===== config.mk =====
export PLATFORM = sky130hd
export DESIGN_NAME = mpio_port_top
export DESIGN_NICKNAME = d
export VERILOG_FILES = /design/src/rtl/mpio_pkg.sv /design/src/rtl/mpio_sample_tick.sv /design/src/rtl/mpio_change_det.sv /design/src/rtl/mpio_port_top.sv
export VERILOG_INCLUDE_DIRS = /design/src /design/src/rtl
export SDC_FILE = /design/constraint.sdc
export NUM_CORES = 1
export LEC_CHECK = 0
export BUFFER_PORTS_ARGS = -buffer_cell sky130_fd_sc_hd__buf_2
export CAP_MARGIN = 5
export CORE_MARGIN = 4
export CORE_UTILIZATION = 26
export DETAILED_ROUTE_END_ITERATION = 7
export HOLD_SLACK_MARGIN = 0.12
export PLACE_DENSITY = 0.39
export SLEW_MARGIN = 5
export SYNTH_ARGS = -nofsm -noshare
export SYNTH_HDL_FRONTEND = slang
export SYNTH_SLANG_ARGS = --single-unit

===== constraint.sdc =====
create_clock -name clk -period 2.2 [get_ports clk]
set_clock_uncertainty 0.05 [all_clocks]
set_input_delay 0.22 -clock clk [delete_from_list [all_inputs] [get_ports clk]]
set_output_delay 0.22 -clock clk [all_outputs]
set_load 0.02 [all_outputs]

===== src/rtl/mpio_map.svh =====
`ifndef MPIO_MAP_SVH
`define MPIO_MAP_SVH

// register offsets on the four select lines
`define MPIO_OFS_CHAN_A_MODE1   4'h0
`define MPIO_OFS_CHAN_A_CLKSEL  4'h1
`define MPIO_OFS_CHAN_A_MODE2   4'h2
`define MPIO_OFS_AUX_CONTROL    4'h3
`define MPIO_OFS_CHANGE_FLAGS   4'h4
`define MPIO_OFS_INT_STATUS     4'h5
`define MPIO_OFS_CHAN_B_MODE1   4'h6
`define MPIO_OFS_CHAN_B_MODE2   4'h7
`define MPIO_OFS_CHAN_B_CLKSEL  4'h8
`define MPIO_OFS_OUTPUT_CONFIG  4'h9
`define MPIO_OFS_PIN_LEVELS     4'hd
`define MPIO_OFS_OUTPUT_SET     4'he
`define MPIO_OFS_OUTPUT_CLEAR   4'hf

// field positions
`define MPIO_M2_CTS_BIT         4
`define MPIO_M2_RTS_BIT         5
`define MPIO_M1_RTS_BIT         7
`define MPIO_EXT_CLK_CODE       3'h7
`define MPIO_CT_EXT_CODE        3'h0

// reset values
`define MPIO_RST_REG            8'h00
`define MPIO_RST_PINS           8'hff
`define MPIO_RST_FLAGS          4'h0

// detector sampling: main clock divided by this tap
`define MPIO_SAMPLE_DIV         96
`define MPIO_SAMPLE_LAST        7'h5f

`endif


===== src/rtl/mpio_pkg.sv =====
package mpio_pkg;

  // one-hot bus access states
  typedef enum logic [2:0] {
    MPIO_ACC_IDLE  = 3'h1,
    MPIO_ACC_READ  = 3'h2,
    MPIO_ACC_WRITE = 3'h4
  } mpio_acc_t;

  // host side of the parallel bus
  typedef struct packed {
    logic       chipSelectN;
    logic       readStrobeN;
    logic       writeStrobeN;
    logic [3:0] regSelectLines;
    logic [7:0] dataIn;
  } mpio_host_t;

  // alternate input functions handed to the serial section
  typedef struct packed {
    logic chanAClearToSendN;
    logic chanBClearToSendN;
    logic counterExtClock;
    logic chanATxExtClock;
    logic chanARxExtClock;
    logic chanBTxExtClock;
    logic chanBRxExtClock;
  } mpio_alt_t;

  // state of the port, apart from the detectors and the sample divider
  typedef struct packed {
    mpio_acc_t  acc;
    logic [7:0] chanAMode1;
    logic [7:0] chanAMode2;
    logic [7:0] chanAClockSelect;
    logic [7:0] chanBMode1;
    logic [7:0] chanBMode2;
    logic [7:0] chanBClockSelect;
    logic [7:0] auxControl;
    logic [7:0] outputConfig;
    logic [7:0] interruptMask;
    logic [7:0] outputLatch;
    logic [3:0] changeFlags;
    logic [7:0] dataOut;
    logic       dataOeN;
    logic       interruptN;
    logic [7:0] genOutput;
    mpio_alt_t  alt;
  } mpio_state_t;

  // detector state
  typedef struct packed {
    logic primed;
    logic sample;
    logic level;
    logic changed;
  } mpio_det_t;

endpackage


===== src/rtl/mpio_sample_tick.sv =====
`timescale 1ns/10ps
`include "mpio_map.svh"

module mpio_sample_tick
  import mpio_pkg::*;
(
  // clock and reset
  input  wire logic clk,
  input  wire logic srst,
  // one-cycle pulse every divider period
  output logic      tick
);

  logic [6:0] cnt_ff;
  logic [6:0] nxt_cnt;
  logic       tick_ff;
  logic       nxt_tick;

  // free divider, the detectors sample once per wrap
  always_comb begin
    nxt_tick = (cnt_ff == `MPIO_SAMPLE_LAST);
    nxt_cnt  = nxt_tick ? 7'h00 : cnt_ff + 7'h01;
  end

  always_ff @(posedge clk) begin
    if (srst) begin
      cnt_ff  <= 7'h00;
      tick_ff <= 1'b0;
    end else begin
      cnt_ff  <= nxt_cnt;
      tick_ff <= nxt_tick;
    end
  end

  assign tick = tick_ff;

  tick_spacing_a: assert property (@(posedge clk) disable iff (srst)
    tick |=> !tick [*8]) else $error("sample tick too frequent");

endmodule


===== src/rtl/mpio_change_det.sv =====
`timescale 1ns/10ps
`include "mpio_map.svh"

module mpio_change_det
  import mpio_pkg::*;
(
  // clock and reset
  input  wire logic clk,
  input  wire logic srst,
  // sampling and pin
  input  wire logic tick,
  input  wire logic pinLevel,
  // filtered level and change pulse
  output logic      level,
  output logic      changed
);

  mpio_det_t st_ff;
  mpio_det_t nxt_st;

  // new level must be seen on two ticks running before it counts
  always_comb begin
    nxt_st         = st_ff;
    nxt_st.changed = 1'b0;
    if (tick) begin
      nxt_st.sample = pinLevel;
      if (!st_ff.primed) begin
        // first tick after reset only learns the level, no flag
        nxt_st.primed = 1'b1;
        nxt_st.level  = pinLevel;
      end else if (pinLevel == st_ff.sample && pinLevel != st_ff.level) begin
        nxt_st.level   = pinLevel;
        nxt_st.changed = 1'b1;
      end
    end
  end

  always_ff @(posedge clk) begin
    if (srst) begin
      st_ff <= '0;
    end else begin
      st_ff <= nxt_st;
    end
  end

  assign level   = st_ff.level;
  assign changed = st_ff.changed;

  two_sample_a: assert property (@(posedge clk) disable iff (srst)
    changed |-> $past(tick) && $past(pinLevel) == level && $past(st_ff.sample, 2) == level)
    else $error("change flagged without two equal samples");

endmodule


===== src/rtl/mpio_port_top.sv =====
// Notes on behaviour
// - select lines plus strobes move one byte
// - reset puts all pins and registers defined
// - pin level register reads inverted inputs
// - each input alternate function enabled separately
// - input 2 is counter clock on code 000
// - inputs 3,5 transmit clocks on 1110/1111
// - inputs 4,6 receive clocks on 1110/1111
// - any edge on inputs 0-3 sets flag
// - detectors sample on main clock divided 96
// - level must hold two samples to count
// - change can raise interrupt via status
// - reading change register clears its flags
// - output 0 carries channel A request-to-send
// - output 1 carries channel B request-to-send
// - config register picks outputs 2-7 functions
// - counter and discrete interrupts on outputs 3-7
// - interrupt pin gated by mask, status shows all
// - reset drives all eight outputs high
`timescale 1ns/10ps
`include "mpio_map.svh"

module mpio_port_top
  import mpio_pkg::*;
(
  // clock and reset
  input  wire logic        clk,
  input  wire logic        srst,
  // host parallel bus
  input  wire mpio_host_t  hostBus,
  output logic [7:0]       dataOut,
  output logic             dataOeN,
  // pins
  input  wire logic [6:0]  genInput,
  output logic [7:0]       genOutput,
  output logic             interruptN,
  // from the serial section
  input  wire logic        chanARequestToSendN,
  input  wire logic        chanBRequestToSendN,
  input  wire logic        counterOut,
  input  wire logic        op2Source,
  input  wire logic [3:0]  discreteIrqN,
  input  wire logic [6:0]  serialEvents,
  // to the serial section
  output mpio_alt_t        altInputs
);

  mpio_state_t q_ff;
  mpio_state_t nxt_q;

  logic       sampleTick;
  logic [3:0] detLevel;
  logic [3:0] detChanged;
  logic       rdStart;
  logic       wrStart;
  logic       chgIrq;
  logic [7:0] statusBits;
  logic [7:0] rdData;

  mpio_sample_tick u_tick (
    .clk  (clk),
    .srst (srst),
    .tick (sampleTick)
  );

  // one detector per watched input
  for (genvar i = 0; i < 4; i++) begin : g_det
    mpio_change_det u_det (
      .clk      (clk),
      .srst     (srst),
      .tick     (sampleTick),
      .pinLevel (genInput[i]),
      .level    (detLevel[i]),
      .changed  (detChanged[i])
    );
  end

  // access starts on the first cycle strobe and select are both low
  always_comb begin
    rdStart = (q_ff.acc == MPIO_ACC_IDLE) && !hostBus.chipSelectN
              && !hostBus.readStrobeN;
    wrStart = (q_ff.acc == MPIO_ACC_IDLE) && !hostBus.chipSelectN
              && !hostBus.writeStrobeN && hostBus.readStrobeN;
  end

  // status: change bit on top, serial events below, all unmasked
  always_comb begin
    chgIrq     = |(q_ff.changeFlags & q_ff.auxControl[3:0]);
    statusBits = {chgIrq, serialEvents};
  end

  // read mux; unmapped and write-only offsets read zero
  always_comb begin
    case (hostBus.regSelectLines)
      `MPIO_OFS_CHAN_A_MODE1:  rdData = q_ff.chanAMode1;
      `MPIO_OFS_CHAN_A_MODE2:  rdData = q_ff.chanAMode2;
      `MPIO_OFS_CHAN_A_CLKSEL: rdData = q_ff.chanAClockSelect;
      `MPIO_OFS_CHAN_B_MODE1:  rdData = q_ff.chanBMode1;
      `MPIO_OFS_CHAN_B_MODE2:  rdData = q_ff.chanBMode2;
      `MPIO_OFS_CHAN_B_CLKSEL: rdData = q_ff.chanBClockSelect;
      `MPIO_OFS_CHANGE_FLAGS:  rdData = {q_ff.changeFlags, detLevel};
      `MPIO_OFS_INT_STATUS:    rdData = statusBits;
      `MPIO_OFS_PIN_LEVELS:    rdData = {1'b0, ~genInput};
      default:                 rdData = 8'h00;
    endcase
  end

  always_comb begin
    nxt_q = q_ff;

    // access sequencing, one register move per strobe
    case (q_ff.acc)
      MPIO_ACC_IDLE: begin
        if (rdStart) begin
          nxt_q.acc = MPIO_ACC_READ;
        end else if (wrStart) begin
          nxt_q.acc = MPIO_ACC_WRITE;
        end
      end
      MPIO_ACC_READ: begin
        if (hostBus.chipSelectN || hostBus.readStrobeN) begin
          nxt_q.acc = MPIO_ACC_IDLE;
        end
      end
      MPIO_ACC_WRITE: begin
        if (hostBus.chipSelectN || hostBus.writeStrobeN) begin
          nxt_q.acc = MPIO_ACC_IDLE;
        end
      end
      default: begin
        nxt_q.acc = MPIO_ACC_IDLE;
      end
    endcase

    // read data is frozen at strobe start, so a clear cannot race it
    if (rdStart) begin
      nxt_q.dataOut = rdData;
    end
    nxt_q.dataOeN = (nxt_q.acc != MPIO_ACC_READ);

    // flags clear on read, a new change in the same cycle still lands
    if (rdStart && hostBus.regSelectLines == `MPIO_OFS_CHANGE_FLAGS) begin
      nxt_q.changeFlags = `MPIO_RST_FLAGS;
    end
    nxt_q.changeFlags = nxt_q.changeFlags | detChanged;

    // register writes, taken once at strobe start
    if (wrStart) begin
      case (hostBus.regSelectLines)
        `MPIO_OFS_CHAN_A_MODE1:  nxt_q.chanAMode1       = hostBus.dataIn;
        `MPIO_OFS_CHAN_A_MODE2:  nxt_q.chanAMode2       = hostBus.dataIn;
        `MPIO_OFS_CHAN_A_CLKSEL: nxt_q.chanAClockSelect = hostBus.dataIn;
        `MPIO_OFS_CHAN_B_MODE1:  nxt_q.chanBMode1       = hostBus.dataIn;
        `MPIO_OFS_CHAN_B_MODE2:  nxt_q.chanBMode2       = hostBus.dataIn;
        `MPIO_OFS_CHAN_B_CLKSEL: nxt_q.chanBClockSelect = hostBus.dataIn;
        `MPIO_OFS_AUX_CONTROL:   nxt_q.auxControl       = hostBus.dataIn;
        `MPIO_OFS_INT_STATUS:    nxt_q.interruptMask    = hostBus.dataIn;
        `MPIO_OFS_OUTPUT_CONFIG: nxt_q.outputConfig     = hostBus.dataIn;
        `MPIO_OFS_OUTPUT_SET:
          nxt_q.outputLatch = q_ff.outputLatch | hostBus.dataIn;
        `MPIO_OFS_OUTPUT_CLEAR:
          nxt_q.outputLatch = q_ff.outputLatch & ~hostBus.dataIn;
        default: begin
        end
      endcase
    end

    // interrupt pin only for unmasked events
    nxt_q.interruptN = !(|(statusBits & q_ff.interruptMask));

    // pins show the complement of the latch unless an alternate owns them
    nxt_q.genOutput = ~q_ff.outputLatch;
    if (q_ff.chanAMode2[`MPIO_M2_RTS_BIT] || q_ff.chanAMode1[`MPIO_M1_RTS_BIT]) begin
      nxt_q.genOutput[0] = chanARequestToSendN;
    end
    if (q_ff.chanBMode2[`MPIO_M2_RTS_BIT] || q_ff.chanBMode1[`MPIO_M1_RTS_BIT]) begin
      nxt_q.genOutput[1] = chanBRequestToSendN;
    end
    if (q_ff.outputConfig[1:0] != 2'h0) begin
      nxt_q.genOutput[2] = op2Source;
    end
    if (q_ff.outputConfig[3:2] != 2'h0) begin
      nxt_q.genOutput[3] = counterOut;
    end
    for (int k = 0; k < 4; k++) begin
      if (q_ff.outputConfig[4 + k]) begin
        nxt_q.genOutput[4 + k] = discreteIrqN[k];
      end
    end

    // alternate input functions; a disabled one is held at 0
    nxt_q.alt.chanAClearToSendN = q_ff.chanAMode2[`MPIO_M2_CTS_BIT] ?
                                  genInput[0] : 1'b0;
    nxt_q.alt.chanBClearToSendN = q_ff.chanBMode2[`MPIO_M2_CTS_BIT] ?
                                  genInput[1] : 1'b0;
    nxt_q.alt.counterExtClock = (q_ff.auxControl[6:4] == `MPIO_CT_EXT_CODE) ?
                                genInput[2] : 1'b0;
    nxt_q.alt.chanATxExtClock = (q_ff.chanAClockSelect[3:1] == `MPIO_EXT_CLK_CODE) ?
                                genInput[3] : 1'b0;
    nxt_q.alt.chanBTxExtClock = (q_ff.chanBClockSelect[3:1] == `MPIO_EXT_CLK_CODE) ?
                                genInput[5] : 1'b0;
    nxt_q.alt.chanARxExtClock = (q_ff.chanAClockSelect[7:5] == `MPIO_EXT_CLK_CODE) ?
                                genInput[4] : 1'b0;
    nxt_q.alt.chanBRxExtClock = (q_ff.chanBClockSelect[7:5] == `MPIO_EXT_CLK_CODE) ?
                                genInput[6] : 1'b0;
  end

  // all state resets together; pins go high, bus released
  always_ff @(posedge clk) begin
    if (srst) begin
      q_ff                  <= '0;
      q_ff.acc              <= MPIO_ACC_IDLE;
      q_ff.chanAMode1       <= `MPIO_RST_REG;
      q_ff.chanAMode2       <= `MPIO_RST_REG;
      q_ff.outputLatch      <= `MPIO_RST_REG;
      q_ff.changeFlags      <= `MPIO_RST_FLAGS;
      q_ff.dataOeN          <= 1'b1;
      q_ff.interruptN       <= 1'b1;
      q_ff.genOutput        <= `MPIO_RST_PINS;
    end else begin
      q_ff <= nxt_q;
    end
  end

  // every output straight from the state flops
  assign dataOut    = q_ff.dataOut;
  assign dataOeN    = q_ff.dataOeN;
  assign genOutput  = q_ff.genOutput;
  assign interruptN = q_ff.interruptN;
  assign altInputs  = q_ff.alt;

  // bus, reset, routing, flag, latch and interrupt checks; read data stands from the edge after the start
  read_drives_bus_a: assert property (@(posedge clk) disable iff (srst)
    rdStart |=> !dataOeN && dataOut == $past(rdData))
    else $error("read did not drive the bus");

  reset_pins_high_a: assert property (@(posedge clk)
    srst |=> genOutput == 8'hff && interruptN && dataOeN && q_ff.outputLatch == 8'h00)
    else $error("reset left a pin low");

  pin_level_inv_a: assert property (@(posedge clk) disable iff (srst)
    rdStart && hostBus.regSelectLines == 4'hd |=> dataOut == {1'b0, ~$past(genInput)})
    else $error("pin level not inverted");

  cts_route_a: assert property (@(posedge clk) disable iff (srst)
    q_ff.chanAMode2[4] |=> altInputs.chanAClearToSendN == $past(genInput[0]))
    else $error("clear-to-send A not routed");

  counter_clk_a: assert property (@(posedge clk) disable iff (srst)
    q_ff.auxControl[6:4] != 3'h0 |=> !altInputs.counterExtClock)
    else $error("counter clock leaked while disabled");

  tx_clk_a: assert property (@(posedge clk) disable iff (srst)
    q_ff.chanBClockSelect[3:0] == 4'he |=> altInputs.chanBTxExtClock == $past(genInput[5]))
    else $error("transmit clock B not routed");

  rx_clk_a: assert property (@(posedge clk) disable iff (srst)
    q_ff.chanAClockSelect[7:4] == 4'hf |=> altInputs.chanARxExtClock == $past(genInput[4]))
    else $error("receive clock A not routed");

  flag_clear_a: assert property (@(posedge clk) disable iff (srst)
    rdStart && hostBus.regSelectLines == 4'h4 |=> q_ff.changeFlags == $past(detChanged))
    else $error("change flags not cleared by read");

  rts_route_a: assert property (@(posedge clk) disable iff (srst)
    q_ff.chanAMode1[7] && !q_ff.chanAMode2[5] |=> genOutput[0] == $past(chanARequestToSendN))
    else $error("request-to-send A not on output 0");

  set_latch_a: assert property (@(posedge clk) disable iff (srst)
    wrStart && hostBus.regSelectLines == 4'he |=>
      q_ff.outputLatch == ($past(q_ff.outputLatch) | $past(hostBus.dataIn)))
    else $error("set register did not set latch");

  int_mask_a: assert property (@(posedge clk) disable iff (srst)
    1'b1 |=> interruptN == !(|($past(statusBits) & $past(q_ff.interruptMask))))
    else $error("interrupt pin disagrees with mask");

  // latch, routing, status, flag and bus checks; each looks one edge past its cause
  clr_latch_a: assert property (@(posedge clk) disable iff (srst)
    wrStart && hostBus.regSelectLines == 4'hf |=>
      q_ff.outputLatch == ($past(q_ff.outputLatch) & ~$past(hostBus.dataIn)))
    else $error("clear register did not clear latch");

  rts_b_route_a: assert property (@(posedge clk) disable iff (srst)
    q_ff.chanBMode2[5] || q_ff.chanBMode1[7] |=> genOutput[1] == $past(chanBRequestToSendN))
    else $error("request-to-send B not on output 1");

  op2_route_a: assert property (@(posedge clk) disable iff (srst)
    q_ff.outputConfig[1:0] != 2'h0 |=> genOutput[2] == $past(op2Source))
    else $error("output 2 not on its alternate source");

  ct_out_route_a: assert property (@(posedge clk) disable iff (srst)
    q_ff.outputConfig[3:2] != 2'h0 |=> genOutput[3] == $past(counterOut))
    else $error("counter output not on output 3");

  irq_out4_a: assert property (@(posedge clk) disable iff (srst)
    q_ff.outputConfig[4] |=> genOutput[4] == $past(discreteIrqN[0]))
    else $error("discrete interrupt not on output 4");

  irq_out7_a: assert property (@(posedge clk) disable iff (srst)
    q_ff.outputConfig[7] |=> genOutput[7] == $past(discreteIrqN[3]))
    else $error("discrete interrupt not on output 7");

  plain_outputs_a: assert property (@(posedge clk) disable iff (srst)
    q_ff.outputConfig[7:4] == 4'h0 |=> genOutput[7:4] == ~$past(q_ff.outputLatch[7:4]))
    else $error("plain outputs not from latch");

  chg_status_a: assert property (@(posedge clk) disable iff (srst)
    rdStart && hostBus.regSelectLines == 4'h5 && (|(q_ff.changeFlags & q_ff.auxControl[3:0]))
      |=> dataOut[7])
    else $error("enabled change missing from status");

  flag_set_a: assert property (@(posedge clk) disable iff (srst)
    (|detChanged) |=> (q_ff.changeFlags & $past(detChanged)) == $past(detChanged))
    else $error("detected change did not set flag");

  flags_hold_a: assert property (@(posedge clk) disable iff (srst)
    !(rdStart && hostBus.regSelectLines == 4'h4) |=>
      (q_ff.changeFlags & $past(q_ff.changeFlags)) == $past(q_ff.changeFlags))
    else $error("change flag dropped without a read");

  tx_clk_off_a: assert property (@(posedge clk) disable iff (srst)
    q_ff.chanAClockSelect[3:1] != 3'h7 |=> !altInputs.chanATxExtClock)
    else $error("transmit clock A leaked while disabled");

  rx_clk_off_a: assert property (@(posedge clk) disable iff (srst)
    q_ff.chanBClockSelect[7:5] != 3'h7 |=> !altInputs.chanBRxExtClock)
    else $error("receive clock B leaked while disabled");

  cts_off_a: assert property (@(posedge clk) disable iff (srst)
    !q_ff.chanBMode2[4] |=> !altInputs.chanBClearToSendN)
    else $error("clear-to-send B leaked while disabled");

  write_no_drive_a: assert property (@(posedge clk) disable iff (srst)
    wrStart |=> dataOeN)
    else $error("write drove the data bus");

  read_release_a: assert property (@(posedge clk) disable iff (srst)
    q_ff.acc == MPIO_ACC_READ && hostBus.readStrobeN |=> dataOeN)
    else $error("bus still driven after read strobe rose");

endmodule


* After elaboration in Yosys (flattened, before gate mapping) *
Cells that the tools add are included.

cells by class
  add/subtract/negate cells = 1
  multiply operators = 0
  divide/modulo/power cells = 0
  order comparisons = 0
  equality and inequality tests = 33
  shift-type cells = 0
  mux-type cells = 24
  bitwise operators = 17
  reductions and logical operators = 47

operators by type and width
  cell                                                  count
  case mux 8 bit (9 select lines)                       1
  AND reduction 2 bit                                   14
  equality test 4 bit (second input constant)           5
  AND 8 bit                                             2
  equality test 4 x 3 -> 1 bit (second input constant)  4
  inverter 8 bit                                        2
  case mux 8 bit (2 select lines)                       1
  OR reduction 2 bit                                    8
  equality test 3 bit (second input constant)           5
  two-way mux 1 bit                                     12
  two-way mux 3 bit                                     4
  logical AND 1 bit                                     9
  inverter 1 bit                                        9
  case mux 3 bit (3 select lines)                       1
  equality test 4 x 2 -> 1 bit (second input constant)  2
  two-way mux 2 bit                                     4
  inequality test 2 bit (second input constant)         4
  OR 8 bit                                              1
  OR reduction 8 bit                                    1
  adder 7 x 1 -> 7 bit (second input constant)          1
  equality test 7 bit (second input constant)           1
  inverter 7 bit                                        1
  nonzero test 2 bit                                    3
  AND 4 bit                                             1
  other kinds (14)                                      26

storage, ports and cells
  flip-flop bits (word level) = 132
  bits in latches = 0
  RAM bits = 0
  bits in read-only memories = 0
  output and inout bits = 25
  logic and storage cells = 160
  memories = 0

* Longest topological paths before layout *
  word-level depth = 8
  gate-level depth with buffers = 7
  mapped depth without buffers = 5

* By module *
A second synthesis with hierarchy kept.

unflattened totals
  cells, all modules = 668
  area total of the unflattened synthesis = 5,875.6 um^2

modules (own cells, without submodules)
  module            times used  cells an instance  area an instance (um^2)  sequential area each (um^2)
  mpio_port_top     1           561                4,906.0                  2,222.1
  mpio_change_det   4           19                 166.4                    80.1
  mpio_sample_tick  1           31                 304.0                    160.2

* Worst setup path before layout *
Ideal clock, no wire load.

  kind = reg-to-reg
  from = reg q_ff[109] (netlist bit)
  to = reg (tool-made name)
  library setup time = 0.088 ns
  arrival time = 1.465 ns
  required time = 2.062 ns
  path slack = 0.597 ns
  cell stages (with the launch flop) = 8
  path buffers = 3
  clock period less this slack = 1.603 ns
  path through = dfxtp_1 > and4bb_1 > buf_6 > and4_1 > buf_4 > buf_6 > a21oi_2 > a311oi_2

RTL lines
  what                      RTL line              text
  start: declaration        mpio_port_top.sv:48   mpio_state_t q_ff;
  start signal: assignment  mpio_port_top.sv:221  q_ff <= nxt_q;

* Final worst setup path *
  from = in hostBus[14] (netlist bit)
  to = reg q_ff[85] (netlist bit)

between the ends
  word-level cells in the longest chain between the ends = 5

ends and longest elaborated chain
  what                            RTL line             text
  start: declaration              mpio_port_top.sv:30  input wire mpio_host_t hostBus,
  logical NOT 1 bit               mpio_port_top.sv:82  wrStart = (q_ff.acc == MPIO_ACC_IDLE) && !hostBus.chipSelectN
  logical AND 1 bit               mpio_port_top.sv:82
  logical AND 1 bit (2 in a row)  mpio_port_top.sv:83  && !hostBus.writeStrobeN && hostBus.readStrobeN;
  AND reduction 2 bit (no line)   --

No other way between the ends.
A chain may end at the register's enable or synchronous reset.

==> metrics.txt <==
routed wire length per instance 19.3 µm; slew margin rel. 39.9%; fin nets 723; CP Class primary input to flip-flop; worst-margin pin slew 0.879 ns; I/O Buffers 63; Max Root-Sink Buffers 2; H-tree Lvls 4; post-route minimum period 1.99 ns; drt pass-1 iters 5; vias in the first global route 4,804; net switching power 1.40 mW; number of flops mapped to enable cells by yosys 0; CP peak stage delay 0.53 ns; total power 5.88 mW; die height 158 µm; worst hold stages 3; first-pass GRT wire length 29.0 mm; crit path DAT 2.24 ns; Hold Path End q_ff[110]; hpwl dp 13.0 mm; Final Max Tran Viols 0; GR Util All Layers 15.6%; Initial Util 26.6%; drt initial violations 383; #FFs+latches synth 132; row cnt 54; initial antenna violation count 0; Critical path origin hostBus[14]; detailed-route via count 4,835; Overflow after GRT 0; post-synth top area cell dfxtp_1; Synth Area per Inst 9.37 µm²; Setup Viol. Count Final 0; Synth warnings 0; Leak 3.13 nW; Worst path slowest cell dlygate4sd3_1; FF+latch area 2640 µm²; crit share post-route 90.6%; multi-input logic area 2830 µm²; status finished, final reports clean; number of I/O pins 64; post-route ant nets 0; Die Area 25,000 µm²; share of flip-flops with an asynchronous set or reset 0%; Final Util 32.6%; count of cell types in the netlist 53; Worst-path clk slew 0.06 ns; cells on worst reg2reg path 4; fill count 2,282; Post-DP Area 6340 µm²; WP data required 2.45 ns; Via density 4.95; final instance area 7170 µm²; Cells after Synth 626; Num CTS Buffers 17; clock sinks 132; Setup crit end kind flip-flop; Comb pwr share 6.2%; layout cells sized above 1 20.1%; Post-Route WL 18.8 mm; pwr/cell area 820 nW/µm²; RSZ-0062 raised after global routing false; Peak Freq 502 MHz; Max FO, Critical Path 10; CTS tree yes; ranking of synthesized cells by area dfxtp_1, mux2i_1, nor2_1; Mapped Area 5860 µm²; Hold Startpoint hostBus[13]; Worst-Skew Late Latency 0.42 ns; pin count of the biggest net entering global routing 112; R2R Path Start q_ff[26]; area delta synth->final 22.3%; Die X 158 µm; crit path launch type primary input; DRC 0; Setup TNS 0 ns; CTS Root Buffer Type clkbuf_16; worst hold path class primary input to flip-flop; post-synth net total 666; FF-to-FF End dataOut[7]; top cell type's share of synthesized area 45.1%; gpl congestion 0.869; Clk network pwr share 52.6%; internal power 4.47 mW; sequential share of power 41.2%; maxcap violations 0; switching part of the total 23.9%; ant diodes 0; worst path cell trace dlygate4sd3_1 -> buf_2 -> and4bb_2 -> nand4_2 -> mux2i_1 -> nor2_1; predominant post-synthesis flop cell dfxtp_1; post-synthesis sequential area ratio 45.1%; final hold vios 0; core area 22,000 µm²; VDD IR max 0.452 mV; minimum setup slack among reg-to-reg paths 0.23 ns; WHS 0.168 ns
flip-flops by register name, summed over array words and instances, names as in the netlist, named ones only:
register	count
g_det.u_det.st_ff	5
dataOut	8
u_tick.cnt_ff	7
altInputs	7
g_det.u_det.changed	4
genOutput	8
interruptN	1
g_det.u_det.level	4
q_ff	78
dataOeN	1
u_tick.tick	1
routing by layer:
layer  part of all wire (%)  wire length, µm  GRT usage (%)  vias up
met1                     48             8990           21.0     2358
met2                     46             8690           24.6      116
met4                    1.6              300           5.24        0
met3                    4.6              859           3.53       19
li1                       -                -              -     2342
met5                      0                0              0        -
worst max-delay path: cells and delay by family:
family | cells | cell delay [ns]
mux | 1 | 0.30
simple gates | 3 | 1.04
buf+inv | 2 | 0.67
Yosys cell counts, types with 4 or more instances:
library cell and n:
a21boi_0 10, a21oi_1 24, a221oi_1 9, a222oi_1 5, a22o_1 11, a22oi_1 6
a2bb2o_1 4, a311oi_1 8, and3_1 4, buf_2 6, buf_4 24, clkbuf_1 26
dfxtp_1 132, inv_1 13, mux2i_1 75, nand2_1 39, nand3_1 7, nand3b_1 7
nand4_1 6, nand4_2 7, nor2_1 111, nor2b_1 9, nor3b_1 4, o211ai_1 4
o21ai_0 13, o311ai_0 4, or3b_2 7
cells in the final DEF (no fill, tap or decap), types with 5 or more instances in the layout:
cell             n
nand3_1          7
a311oi_1         8
o21ai_0         13
inv_1           13
clkbuf_16       17
dfxtp_1        132
a21boi_0        10
nand2_1         39
nand4_2          7
buf_4           16
a222oi_1         5
or3b_2           7
mux2i_1         75
dlygate4sd3_1   19
a22o_1          11
nor2_1         111
a221oi_1         9
a22oi_1          6
buf_2           62
nor2b_1          9
nand4_1          6
a21oi_1         24
nand3b_1         7
cell type report:
cell class	count	share of cell area, %
multi-input cells	420	39.4
flip-flops and latches	132	36.8
repair buffers	99	9.21
clock buffers	18	6.12
well taps	280	4.88
clock inverters	14	2.81
inverters	13	0.680
power groups by stage:
stage	Sequential [mW]	Combinational [mW]	Clock (mW)
final	2.42	0.366	3.09
after global routing	2.42	0.397	3.28
after CTS	2.42	0.368	3.18
after detailed placement	2.47	0.341	0
after global placement	2.47	0.341	0
after floorplan	2.47	0.185	0
what timing repair did:
action                     4_1_cts  5_1_grt
hold endpoints to repair        29        0
buffers inserted                 0        0
resized for setup                0        1
hold buffers                    19        0
setup endpoints to repair        0       46
kinds of logic after synthesis:
family	synth area share [%]
AOI/OAI and AO/OA	14.9
DFF	45.1
xor gates and xnor gates	0.598
muxes	13.8
adders and majority gates	0.213
buffers and inverters	6.70
and+or+nand+nor	18.8
worst max path at each step:
stage,to,slack (ns)
5_1_grt,dataOut[7],0.1
6_report,q_ff[85],0.21
4_1_cts,q_ff[85],0.08
2_1_floorplan,flip-flop,0.60
3_3_place_gp,dataOut[7],-0.22
3_5_place_dp,dataOut[7],-0.17
stage by stage:
stage | worst slack (ns) | instances
floorplan | 0.597 | 626
global placement | -0.221 | 925
detailed placement | -0.166 | 925
CTS | 0.0768 | 976
global route | 0.0954 | 976
finish | 0.207 | 976
Power figures use the tool's default switching activity.
